==> src/rtl/dtd_pkg.sv <==
package dtd_pkg;

  // decoded instruction forms of the data-transfer group
  typedef enum logic [3:0] {
    FORM_NONE        = 4'h0,
    FORM_COPY_TO_RM  = 4'h1,
    FORM_COPY_TO_REG = 4'h2,
    FORM_COPY_IMMREG = 4'h3,
    FORM_COPY_MEMACC = 4'h4,
    FORM_COPY_ACCMEM = 4'h5,
    FORM_SEG_LOAD    = 4'h6,
    FORM_SEG_STORE   = 4'h7,
    FORM_SIGN_EXT    = 4'h8,
    FORM_ZERO_EXT    = 4'h9,
    FORM_PUSH_RM     = 4'hA,
    FORM_PUSH_SEGN   = 4'hB,
    FORM_PUSH_SEGW   = 4'hC,
    FORM_PUSH_IMM    = 4'hD,
    FORM_POP_RM      = 4'hE
  } dtd_form_t;

  // kind of data access the instruction makes
  typedef enum logic [1:0] {
    ACC_NONE  = 2'h0,
    ACC_READ  = 2'h1,
    ACC_WRITE = 2'h2,
    ACC_BOTH  = 2'h3
  } dtd_access_t;

  localparam int CNT_W = 8;

  // opcode patterns
  localparam logic [7:0] OP_ESCAPE     = 8'h0F;
  localparam logic [6:0] OP_COPY_TORM  = 7'h44;
  localparam logic [6:0] OP_COPY_TOREG = 7'h45;
  localparam logic [3:0] OP_COPY_IMMRG = 4'hB;
  localparam logic [6:0] OP_COPY_MEMAC = 7'h50;
  localparam logic [6:0] OP_COPY_ACCME = 7'h51;
  localparam logic [7:0] OP_SEG_LOAD   = 8'h8E;
  localparam logic [7:0] OP_SEG_STORE  = 8'h8C;
  localparam logic [6:0] OP_SIGN_EXT   = 7'h5F;
  localparam logic [6:0] OP_ZERO_EXT   = 7'h5B;
  localparam logic [7:0] OP_GROUP_FF   = 8'hFF;
  localparam logic [2:0] EXT_PUSH_RM   = 3'h6;
  localparam logic [7:0] OP_POP_RM     = 8'h8F;
  localparam logic [2:0] EXT_POP_RM    = 3'h0;
  localparam logic [2:0] PSN_HEAD      = 3'h0;
  localparam logic [2:0] PSN_TAIL      = 3'h6;
  localparam logic [1:0] PSW_HEAD      = 2'h2;
  localparam logic [2:0] PSW_TAIL      = 3'h0;
  localparam logic [5:0] OP_PUSH_IMM   = 6'h1A;
  localparam logic [2:0] SEG_COUNT     = 3'h6;

  // addressing byte encodings
  localparam logic [1:0] MOD_REG       = 2'h3;
  localparam logic [1:0] MOD_NODISP    = 2'h0;
  localparam logic [2:0] RM_SIB        = 3'h4;
  localparam logic [2:0] RM_PAIR_LAST  = 3'h3;
  localparam logic [2:0] SIB_NO_INDEX  = 3'h4;
  localparam logic [2:0] SIB_NO_BASE   = 3'h5;

  // base clock counts
  localparam logic [CNT_W-1:0] CLK_2  = 8'h02;
  localparam logic [CNT_W-1:0] CLK_3  = 8'h03;
  localparam logic [CNT_W-1:0] CLK_4  = 8'h04;
  localparam logic [CNT_W-1:0] CLK_5  = 8'h05;
  localparam logic [CNT_W-1:0] CLK_6  = 8'h06;
  localparam logic [CNT_W-1:0] CLK_7  = 8'h07;
  localparam logic [CNT_W-1:0] CLK_9  = 8'h09;
  localparam logic [CNT_W-1:0] CLK_22 = 8'h16;
  localparam logic [CNT_W-1:0] CLK_23 = 8'h17;

  // penalty clocks
  localparam logic [CNT_W-1:0] PEN_EVEN_ONE = 8'h02;
  localparam logic [CNT_W-1:0] PEN_EVEN_TWO = 8'h04;
  localparam logic [CNT_W-1:0] PEN_ODD_ONE  = 8'h04;
  localparam logic [CNT_W-1:0] PEN_ODD_TWO  = 8'h08;
  localparam logic [CNT_W-1:0] PEN_EA_PAIR  = 8'h01;

endpackage

==> src/rtl/dtd_modrm_if.sv <==
// addressing byte and scale-index byte, split for the decoder
interface dtd_modrm_if;
  logic [7:0] modrmByte;
  logic [7:0] sibByte;
  logic       addr32;
  logic [1:0] formField;
  logic [2:0] regField;
  logic [2:0] rmField;
  logic       regOperand;
  logic       twoRegEa;

  modport split (input modrmByte, sibByte, addr32,
                 output formField, regField, rmField, regOperand, twoRegEa);
  modport user  (output modrmByte, sibByte, addr32,
                 input formField, regField, rmField, regOperand, twoRegEa);
endinterface

==> src/rtl/dtd_modrm_split.sv <==
module dtd_modrm_split
  import dtd_pkg::*;
(
  dtd_modrm_if.split mrm
);

  logic indexUsed;
  logic baseUsed;

  // field split, most significant first
  assign mrm.formField  = mrm.modrmByte[7:6];
  assign mrm.regField   = mrm.modrmByte[5:3];
  assign mrm.rmField    = mrm.modrmByte[2:0];
  assign mrm.regOperand = (mrm.modrmByte[7:6] == MOD_REG);

  // scale-index byte: index 100 means none; no base with mod 00, base 101
  assign indexUsed = (mrm.sibByte[5:3] != SIB_NO_INDEX);
  assign baseUsed  = !((mrm.modrmByte[7:6] == MOD_NODISP) &&
                       (mrm.sibByte[2:0] == SIB_NO_BASE));

  // two general register components cost an extra clock
  always_comb begin
    if (mrm.regOperand) begin
      mrm.twoRegEa = 1'b0;
    end else if (mrm.addr32) begin
      mrm.twoRegEa = (mrm.modrmByte[2:0] == RM_SIB) && indexUsed &&
                     baseUsed;
    end else begin
      // 16-bit forms 000..011 pair a base with an index register
      mrm.twoRegEa = (mrm.modrmByte[2:0] <= RM_PAIR_LAST);
    end
  end

endmodule

==> src/rtl/dtd_decode_timing.sv <==
// Notes on behaviour
// - misaligned 16-bit or even 32-bit operand: add 2, or 4 if both
// - odd-address 32-bit operand: add 4, or 8 if read and write
// - each wait state adds one clock for every data access
// - 1000100w plus addressing byte: copy to reg/mem, 2 clocks
// - 1000101w: copy into register, 2 from register, 4 from memory
// - 1011 w reg immediate: short immediate copy to register, 2 clocks
// - 1010000w full displacement: memory to accumulator, 4 clocks
// - 1010001w full displacement: accumulator to memory, 2 clocks
// - 10001110 segment load: 2/5 real mode, 22/23 protected
// - 10001100 segment store to reg/mem: 2 clocks both modes
// - escape then 1011111w sign-extending copy: 3 reg, 6 memory
// - escape then 1011011w zero-extending copy: 3 reg, 6 memory
// - 11111111 ext 110 stack store: 5/7 real, 7/9 protected
// - escape then 10 sss 000 wide segment stack store: 2 or 4
// - 011010s0 immediate stack store: 2 real, 4 protected
// - 10001111 ext 000 stack load: 5/7 real, 7/9 protected
// - of a count pair, smaller is register operand, larger memory
// - two register components in the address add one clock
// - counts assume prefetched, no waits, no hold, no exception
module dtd_decode_timing
  import dtd_pkg::*;
(
  input  wire logic             clk,
  input  wire logic             rst_b,
  input  wire logic             instrValid,
  input  wire logic [7:0]       opByte0,
  input  wire logic [7:0]       opByte1,
  input  wire logic [7:0]       opByte2,
  input  wire logic [7:0]       sibByte,
  input  wire logic             addrSize32,
  input  wire logic             opSize32,
  input  wire logic             protMode,
  input  wire logic             addrOdd,
  input  wire logic [3:0]       waitStates,
  output logic                  resultValid,
  output logic                  formKnown,
  output dtd_form_t             formCode,
  output logic                  fullWidth,
  output logic                  memOperand,
  output logic [CNT_W-1:0]      baseClocks,
  output logic [CNT_W-1:0]      penaltyClocks,
  output logic [CNT_W-1:0]      totalClocks
);

  dtd_modrm_if mrm ();

  dtd_modrm_split u_split (
    .mrm (mrm.split)
  );

  dtd_form_t        formNow;
  dtd_access_t      accessNow;
  logic             escaped;
  logic             usesModrm;
  logic             implicitMem;
  logic             memNow;
  logic             wideNow;
  logic [1:0]       sizeNow;
  logic [CNT_W-1:0] baseNow;
  logic [CNT_W-1:0] alignNow;
  logic [CNT_W-1:0] waitNow;
  logic [CNT_W-1:0] eaNow;

  logic             validReg, validNext;
  logic             knownReg, knownNext;
  dtd_form_t        formReg, formNext;
  logic             wideReg, wideNext;
  logic             memReg, memNext;
  logic [CNT_W-1:0] baseReg, baseNext;
  logic [CNT_W-1:0] penReg, penNext;
  logic [CNT_W-1:0] totalReg, totalNext;

  // pick one of a register/memory count pair
  function automatic logic [CNT_W-1:0] pickPair(
    input logic             mem,
    input logic [CNT_W-1:0] regCount,
    input logic [CNT_W-1:0] memCount
  );
    pickPair = mem ? memCount : regCount;
  endfunction

  // pick the count for the current mode
  function automatic logic [CNT_W-1:0] pickMode(
    input logic             prot,
    input logic [CNT_W-1:0] realCount,
    input logic [CNT_W-1:0] protCount
  );
    pickMode = prot ? protCount : realCount;
  endfunction

  // escape-prefixed forms carry the addressing byte one byte later
  assign escaped       = (opByte0 == OP_ESCAPE);
  assign mrm.modrmByte = escaped ? opByte2 : opByte1;
  assign mrm.sibByte   = sibByte;
  assign mrm.addr32    = addrSize32;

  // opcode recognition
  always_comb begin
    formNow     = FORM_NONE;
    usesModrm   = 1'b0;
    implicitMem = 1'b0;
    if (escaped) begin
      if (opByte1[7:1] == OP_SIGN_EXT) begin
        formNow   = FORM_SIGN_EXT;
        usesModrm = 1'b1;
      end else if (opByte1[7:1] == OP_ZERO_EXT) begin
        formNow   = FORM_ZERO_EXT;
        usesModrm = 1'b1;
      end else if ((opByte1[7:6] == PSW_HEAD) &&
                   (opByte1[2:0] == PSW_TAIL) &&
                   (opByte1[5:3] < SEG_COUNT)) begin
        formNow     = FORM_PUSH_SEGW;
        implicitMem = 1'b1;
      end
    end else if (opByte0[7:1] == OP_COPY_TORM) begin
      formNow   = FORM_COPY_TO_RM;
      usesModrm = 1'b1;
    end else if (opByte0[7:1] == OP_COPY_TOREG) begin
      formNow   = FORM_COPY_TO_REG;
      usesModrm = 1'b1;
    end else if (opByte0[7:4] == OP_COPY_IMMRG) begin
      formNow = FORM_COPY_IMMREG;
    end else if (opByte0[7:1] == OP_COPY_MEMAC) begin
      formNow     = FORM_COPY_MEMACC;
      implicitMem = 1'b1;
    end else if (opByte0[7:1] == OP_COPY_ACCME) begin
      formNow     = FORM_COPY_ACCMEM;
      implicitMem = 1'b1;
    end else if ((opByte0 == OP_SEG_LOAD) &&
                 (mrm.regField < SEG_COUNT)) begin
      formNow   = FORM_SEG_LOAD;
      usesModrm = 1'b1;
    end else if ((opByte0 == OP_SEG_STORE) &&
                 (mrm.regField < SEG_COUNT)) begin
      formNow   = FORM_SEG_STORE;
      usesModrm = 1'b1;
    end else if ((opByte0 == OP_GROUP_FF) &&
                 (mrm.regField == EXT_PUSH_RM)) begin
      formNow   = FORM_PUSH_RM;
      usesModrm = 1'b1;
    end else if ((opByte0 == OP_POP_RM) &&
                 (mrm.regField == EXT_POP_RM)) begin
      formNow   = FORM_POP_RM;
      usesModrm = 1'b1;
    end else if ((opByte0[7:5] == PSN_HEAD) &&
                 (opByte0[2:0] == PSN_TAIL)) begin
      formNow     = FORM_PUSH_SEGN;
      implicitMem = 1'b1;
    end else if ((opByte0[7:2] == OP_PUSH_IMM) && !opByte0[0]) begin
      formNow     = FORM_PUSH_IMM;
      implicitMem = 1'b1;
    end
  end

  assign memNow = usesModrm ? !mrm.regOperand : implicitMem;

  // size bit: clear is byte, set is full width
  always_comb begin
    case (formNow)
      FORM_COPY_TO_RM, FORM_COPY_TO_REG, FORM_COPY_MEMACC,
      FORM_COPY_ACCMEM, FORM_SIGN_EXT, FORM_ZERO_EXT:
        wideNow = escaped ? opByte1[0] : opByte0[0];
      FORM_COPY_IMMREG: wideNow = opByte0[3];
      default:          wideNow = (formNow != FORM_NONE);
    endcase
  end

  // operand size class: 0 byte, 1 word, 2 double word
  always_comb begin
    if (!wideNow) begin
      sizeNow = 2'h0;
    end else if ((formNow == FORM_SIGN_EXT) ||
                 (formNow == FORM_ZERO_EXT) ||
                 (formNow == FORM_SEG_LOAD) ||
                 (formNow == FORM_SEG_STORE)) begin
      sizeNow = 2'h1; // selector or extended source is one word
    end else begin
      sizeNow = opSize32 ? 2'h2 : 2'h1;
    end
  end

  // base counts; they assume no waits, hold or exception
  always_comb begin
    case (formNow)
      FORM_COPY_TO_RM:  baseNow = CLK_2;
      FORM_COPY_TO_REG: baseNow = pickPair(memNow, CLK_2, CLK_4);
      FORM_COPY_IMMREG: baseNow = CLK_2;
      FORM_COPY_MEMACC: baseNow = CLK_4;
      FORM_COPY_ACCMEM: baseNow = CLK_2;
      FORM_SEG_LOAD:    baseNow = protMode ?
                          pickPair(memNow, CLK_22, CLK_23) :
                          pickPair(memNow, CLK_2, CLK_5);
      FORM_SEG_STORE:   baseNow = CLK_2;
      FORM_SIGN_EXT,
      FORM_ZERO_EXT:    baseNow = pickPair(memNow, CLK_3, CLK_6);
      FORM_PUSH_RM,
      FORM_POP_RM:      baseNow = protMode ?
                          pickPair(memNow, CLK_7, CLK_9) :
                          pickPair(memNow, CLK_5, CLK_7);
      FORM_PUSH_SEGN,
      FORM_PUSH_SEGW,
      FORM_PUSH_IMM:    baseNow = pickMode(protMode, CLK_2, CLK_4);
      default:          baseNow = '0;
    endcase
  end

  // data accesses each form makes
  always_comb begin
    case (formNow)
      FORM_COPY_TO_RM, FORM_SEG_STORE:
        accessNow = memNow ? ACC_WRITE : ACC_NONE;
      FORM_COPY_TO_REG, FORM_SEG_LOAD, FORM_SIGN_EXT, FORM_ZERO_EXT:
        accessNow = memNow ? ACC_READ : ACC_NONE;
      FORM_COPY_MEMACC: accessNow = ACC_READ;
      FORM_COPY_ACCMEM, FORM_PUSH_SEGN, FORM_PUSH_SEGW, FORM_PUSH_IMM:
        accessNow = ACC_WRITE;
      FORM_PUSH_RM:     accessNow = memNow ? ACC_BOTH : ACC_WRITE;
      FORM_POP_RM:      accessNow = memNow ? ACC_BOTH : ACC_READ;
      default:          accessNow = ACC_NONE;
    endcase
  end

  // alignment penalty; odd double word costs twice the even case
  always_comb begin
    alignNow = '0;
    if (accessNow != ACC_NONE) begin
      if ((sizeNow == 2'h2) && addrOdd) begin
        alignNow = (accessNow == ACC_BOTH) ? PEN_ODD_TWO
                                           : PEN_ODD_ONE;
      end else if ((sizeNow == 2'h2) || ((sizeNow == 2'h1) && addrOdd)) begin
        alignNow = (accessNow == ACC_BOTH) ? PEN_EVEN_TWO
                                           : PEN_EVEN_ONE;
      end
    end
  end

  // wait states count once per data access
  always_comb begin
    case (accessNow)
      ACC_READ, ACC_WRITE: waitNow = {4'h0, waitStates};
      ACC_BOTH:            waitNow = {3'h0, waitStates, 1'b0};
      default:             waitNow = '0;
    endcase
  end

  assign eaNow = (usesModrm && mrm.twoRegEa) ? PEN_EA_PAIR : '0;

  // next values of the result registers
  always_comb begin
    validNext = instrValid;
    knownNext = knownReg;
    formNext  = formReg;
    wideNext  = wideReg;
    memNext   = memReg;
    baseNext  = baseReg;
    penNext   = penReg;
    totalNext = totalReg;
    if (instrValid) begin
      knownNext = (formNow != FORM_NONE);
      formNext  = formNow;
      wideNext  = wideNow;
      memNext   = memNow;
      baseNext  = baseNow;
      penNext   = CNT_W'(alignNow + waitNow + eaNow);
      totalNext = CNT_W'(baseNow + alignNow + waitNow + eaNow);
    end
  end

  // result registers; results hold until the next instruction
  always_ff @(posedge clk or negedge rst_b) begin
    if (!rst_b) begin
      validReg <= 1'b0;
      knownReg <= 1'b0;
      formReg  <= FORM_NONE;
      wideReg  <= 1'b0;
      memReg   <= 1'b0;
      baseReg  <= '0;
      penReg   <= '0;
      totalReg <= '0;
    end else begin
      validReg <= validNext;
      knownReg <= knownNext;
      formReg  <= formNext;
      wideReg  <= wideNext;
      memReg   <= memNext;
      baseReg  <= baseNext;
      penReg   <= penNext;
      totalReg <= totalNext;
    end
  end

  assign resultValid   = validReg;
  assign formKnown     = knownReg;
  assign formCode      = formReg;
  assign fullWidth     = wideReg;
  assign memOperand    = memReg;
  assign baseClocks    = baseReg;
  assign penaltyClocks = penReg;
  assign totalClocks   = totalReg;
endmodule

==> config.mk <==
export PLATFORM = sky130hd
export DESIGN_NAME = dtd_decode_timing
export DESIGN_NICKNAME = d
export VERILOG_FILES = /design/src/rtl/dtd_pkg.sv /design/src/rtl/dtd_modrm_if.sv /design/src/rtl/dtd_modrm_split.sv /design/src/rtl/dtd_decode_timing.sv
export SDC_FILE = /design/constraint.sdc
export NUM_CORES = 1
export LEC_CHECK = 0
export BUFFER_PORTS_ARGS = -buffer_cell sky130_fd_sc_hd__buf_4
export CAP_MARGIN = 20
export CORE_MARGIN = 1.5
export CORE_UTILIZATION = 55
export DETAILED_ROUTE_END_ITERATION = 12
export GPL_TIMING_DRIVEN = 0
export PLACE_DENSITY = 0.84
export SYNTH_ARGS = -nofsm -noshare
export SYNTH_HDL_FRONTEND = slang
export SYNTH_HIERARCHICAL = 1
export SYNTH_SLANG_ARGS = --single-unit
export TNS_END_PERCENT = 100
==> constraint.sdc <==
create_clock -name clk -period 1.25 [get_ports clk]
set_input_delay 0.1875 -clock clk [delete_from_list [all_inputs] [get_ports clk]]
set_output_delay 0.1875 -clock clk [all_outputs]
set_load 0.02 [all_outputs]
==> results of run 1 <==
timing repair:
item                                    4_1_cts
setup buffers                                65
hold buffers                                  1
endpoints found under the setup margin       25
endpoints found under the hold margin        26
gates cloned                                  0
resized for setup                           100
pin swaps                                    52
stage by stage:
step                       util  std cells  instance area, µm²  hold slack (ns)
after detailed placement  0.731        428                3230            0.110
after global placement    0.731        428                3230            0.105
after floorplan               -        311                2670           -0.108
after CTS                 0.950        491                4190           0.0212
==> summary.txt, run 1 <==
Clock network
  – CTS H-tree lvls: 1
  – CTS buffer count: 3
  – Root buf cell: clkbuf_8
  – Maximum buffer depth of the clock tree: 2

Yosys
  – Cell Area, Synth: 2560 µm²
  – Post-Syn Area per Cell: 8.37 µm²
  – Synth Instances: 306
  – Yosys warning total: 6

Placed design
  – Port buffer count: 65
  – DP HPWL: between 5 and 6 mm
  – Routability cong.: between 0.8 and 0.9
  – Place WS: -4.84 ns

Floorplanning
  – Die height: 71.2 µm
  – Starting Density: 0.580
  – Std cell rows: 24
  – Die Span X: 71.2 µm
  – # IOs: 75

Global route
  – Largest net degree at the start of global routing: 27

Outcome
  – Stopping stage: global routing (5_1_grt)
  – Error: [ERROR DPL-0038] Utilization greater than 100%, impossible to legalize
  – Run status: aborted with a tool error
==> inputs of run 2 (changes only) <==
Settings changed: CORE_UTILIZATION 55 to 40, PLACE_DENSITY 0.84 to unset, PLACE_DENSITY_LB_ADDON set to 0.15.
==> run 2 against run 1 <==
  * Synthesized cell count is the same
  * The flow now finishes, with violations (negative setup slack)
  * Synthesized area did not move
==> summary.txt, run 2 <==
Outcome
  – Run status: complete, but fails checks (was aborted with a tool error)
  – Failing checks: negative setup slack

Critical path
  – Critical path class: in2reg
  – CP delay by family, top: simple AND/OR/NAND/NOR gates
  – CP peak stage delay: 0.54 ns
  – Worst reg2reg path endpoint: formCode[3]$_DFFE_PN0P_
  – Crit path DAT: 5.53 ns
  – Element type at the critical path start: primary input
  – R2R Setup Slk: around 0.45 ns
  – CP max-delay cell: fa_1
  – Buf+Inv Stages, Crit Path: 5
  – Worst R2R Path Depth: 2
  – CP max FO: 7
  – Worst flop-to-flop path startpoint: formCode[3]$_DFFE_PN0P_
  – Setup crit end kind: register
  – Critical Path Most Common Cell: nand2_4
  – Worst Path Required: 1.43 ns

Clock network
  – Clock sinks: 26
  – Root buf cell: clkbuf_8 (unchanged)
  – CTS clk-pin slew, worst paths: 0.10 ns
  – Clk Latency, worst-skew pair: 0.28 ns
  – CTS buffer count: 3 (unchanged)
  – CTS H-tree lvls: 1 (unchanged)
  – Maximum buffer depth of the clock tree: 2 (unchanged)
  – CTS tree: yes

Pwr
  – Peak supply drop: 445 µV
  – PD cells: 542 nW/µm²
  – Leakage Power: approximately 0.0022 µW

STA
  – Fin Clk Skew: 0 ns
  – Worst Max-Slew Pin Slew: 0.928 ns
  – Post-route worst setup slack: -4.10 ns
  – Endpoints failing hold: 0
  – Minimum clock period: 5.35 ns
  – Final setup violation count: 25
  – Hold slack: 0.0198 ns
  – RSZ-0062 raised after global routing: yes
  – Fin. max-slew vios: 0
  – Achievable frequency: 187 MHz
  – Setup TNS: -63.58 ns
  – Relative slew slack: 0.380
  – Final Cycle Share: 4.28

Global route
  – Largest net degree at the start of global routing: 27
  – Initial antenna violation count: 0
  – Global-route wire length before repair: 14.6 mm
  – GRT Overall Usage: 0.262
  – Vias in the first global route: 2995
  – Global route total overflow: 0

Cells and area
  – Filler cells: 423
  – Antenna cells: 0
  – Largest register FFs: 7
  – Synthesis-to-layout area growth: 72.9%
  – Final nets: 507
  – Register area: approximately 650 µm²
  – Commonest non-fill, non-tap cell in the layout: buf_4
  – Most frequent cells in the layout: buf_4, nand2_1, buf_6, dfrtp_1, nor2_1
  – Multi-input logic area: about 2300 µm²
  – Layout cell share with drive strength beyond 1: 0.562

Hold path
  – Hold/Removal Path Class: in2reg
  – WHS Endpoint: resultValid$_DFF_PN0_
  – Min-delay src: instrValid
  – Hold Path Depth: 1

Yosys
  – Cell Area, Synth: 2560 µm² (unchanged)
  – Post-Syn Area per Cell: 8.37 µm² (unchanged)
  – Synth Instances: 306 (unchanged)
  – Yosys warning total: 6 (unchanged)

Routing
  – WL final: approximately 10 mm
  – Antenna Nets Post-Route: 0
  – Drc violations: 0
  – Via density: 5.91
  – Starting DRT DRC Count: 278
  – DRT Pass-1 Iters: 5
  – Routed via count: 3047
  – WL per Instance: 19.5 µm

Floorplanning
  – # IOs: 75 (unchanged)
  – Die Span X: 83.0 µm (was 71.2 µm)
  – Std cell rows: 28 (was 24)
  – Die height: 83.0 µm (was 71.2 µm)
  – Core region area: between 6000 and 7000 µm²
  – Starting Density: 0.423 (was 0.580)
  – DIE AREA: 6890 µm²

Placed design
  – DP HPWL: 5.51 mm (was 5.26 mm)
  – Port buffer count: 65 (unchanged)
  – Routability cong.: 0.898 (was 0.892)

Run
  – Max Cap Viol: 0
## run 2: metrics by stage
step	instances	setup WS, ns	instance area (µm²)	utilization	total power (µW)
6_report	516	-4.10	4430	0.731	2400
5_1_grt	516	-4.27	4430	0.731	2480
4_1_cts	504	-3.96	4200	0.693	2320
3_5_place_dp	451	-4.88	3250	0.537	1460
3_3_place_gp	451	-4.87	3250	0.537	1450
2_1_floorplan	311	-4.14	2670	-	1210
## run 2: how the worst max path moves through the flow
stage                     startpoint                    endpoint  slack [ns]  cells past startpoint
after floorplan           opByte0[5]  totalClocks[4]$_DFFE_PN0P_       -4.14                     28
after global placement    opByte0[5]  totalClocks[5]$_DFFE_PN0P_       -4.87                     27
after detailed placement  opByte0[5]  totalClocks[5]$_DFFE_PN0P_       -4.88                     27
after CTS                 opByte0[6]  totalClocks[4]$_DFFE_PN0P_       -3.96                     27
after global routing      opByte0[1]  totalClocks[4]$_DFFE_PN0P_       -4.27                     27
final                     opByte0[2]  totalClocks[4]$_DFFE_PN0P_       -4.10                     27
## run 2: power breakdown
| group | internal, µW | switching (µW) | total (µW) |
|---|---|---|---|
| clock | 430 | 312 | 742 |
| sequential | 876 | 24.2 | 901 |
| combinational | 354 | 403 | 757 |
## run 2: per-layer routing
layer  up-vias  wire length (µm)  track usage  part of all wire
met2       196              4860        0.438              0.48
met5         -                 0            0                 0
li1       1345                 -            -                 -
met1      1452              3920        0.334              0.39
met4         0               487       0.0970             0.049
met3        54               777       0.0527             0.077
## run 2: worst register-to-register path: stages (launching register included)
cell     delay [ns]
dfrtp_1        0.41
nor2_1         0.17
a31oi_2        0.07
## run 2: layout make-up
type                            instances  share of cell area
Tap cell                               75              0.0212
Buffer                                 13              0.0235
Clock inverter                          1             0.00678
Clock buffer                            3             0.00932
Sequential cell                        26               0.147
Multi-Input combinational cell        244               0.523
Inverter                               23              0.0201
Timing Repair Buffer                  131               0.249
## run 2: what timing repair did
action / in CTS / in global routing
resized for setup: 107 / 35
endpoints found under the hold margin: 26 / 0
setup buffers: 55 / 19
pin swaps: 53 / 48
hold buffers: 1 / 0
endpoints found under the setup margin: 25 / 25
Power figures use the tool's default switching activity.
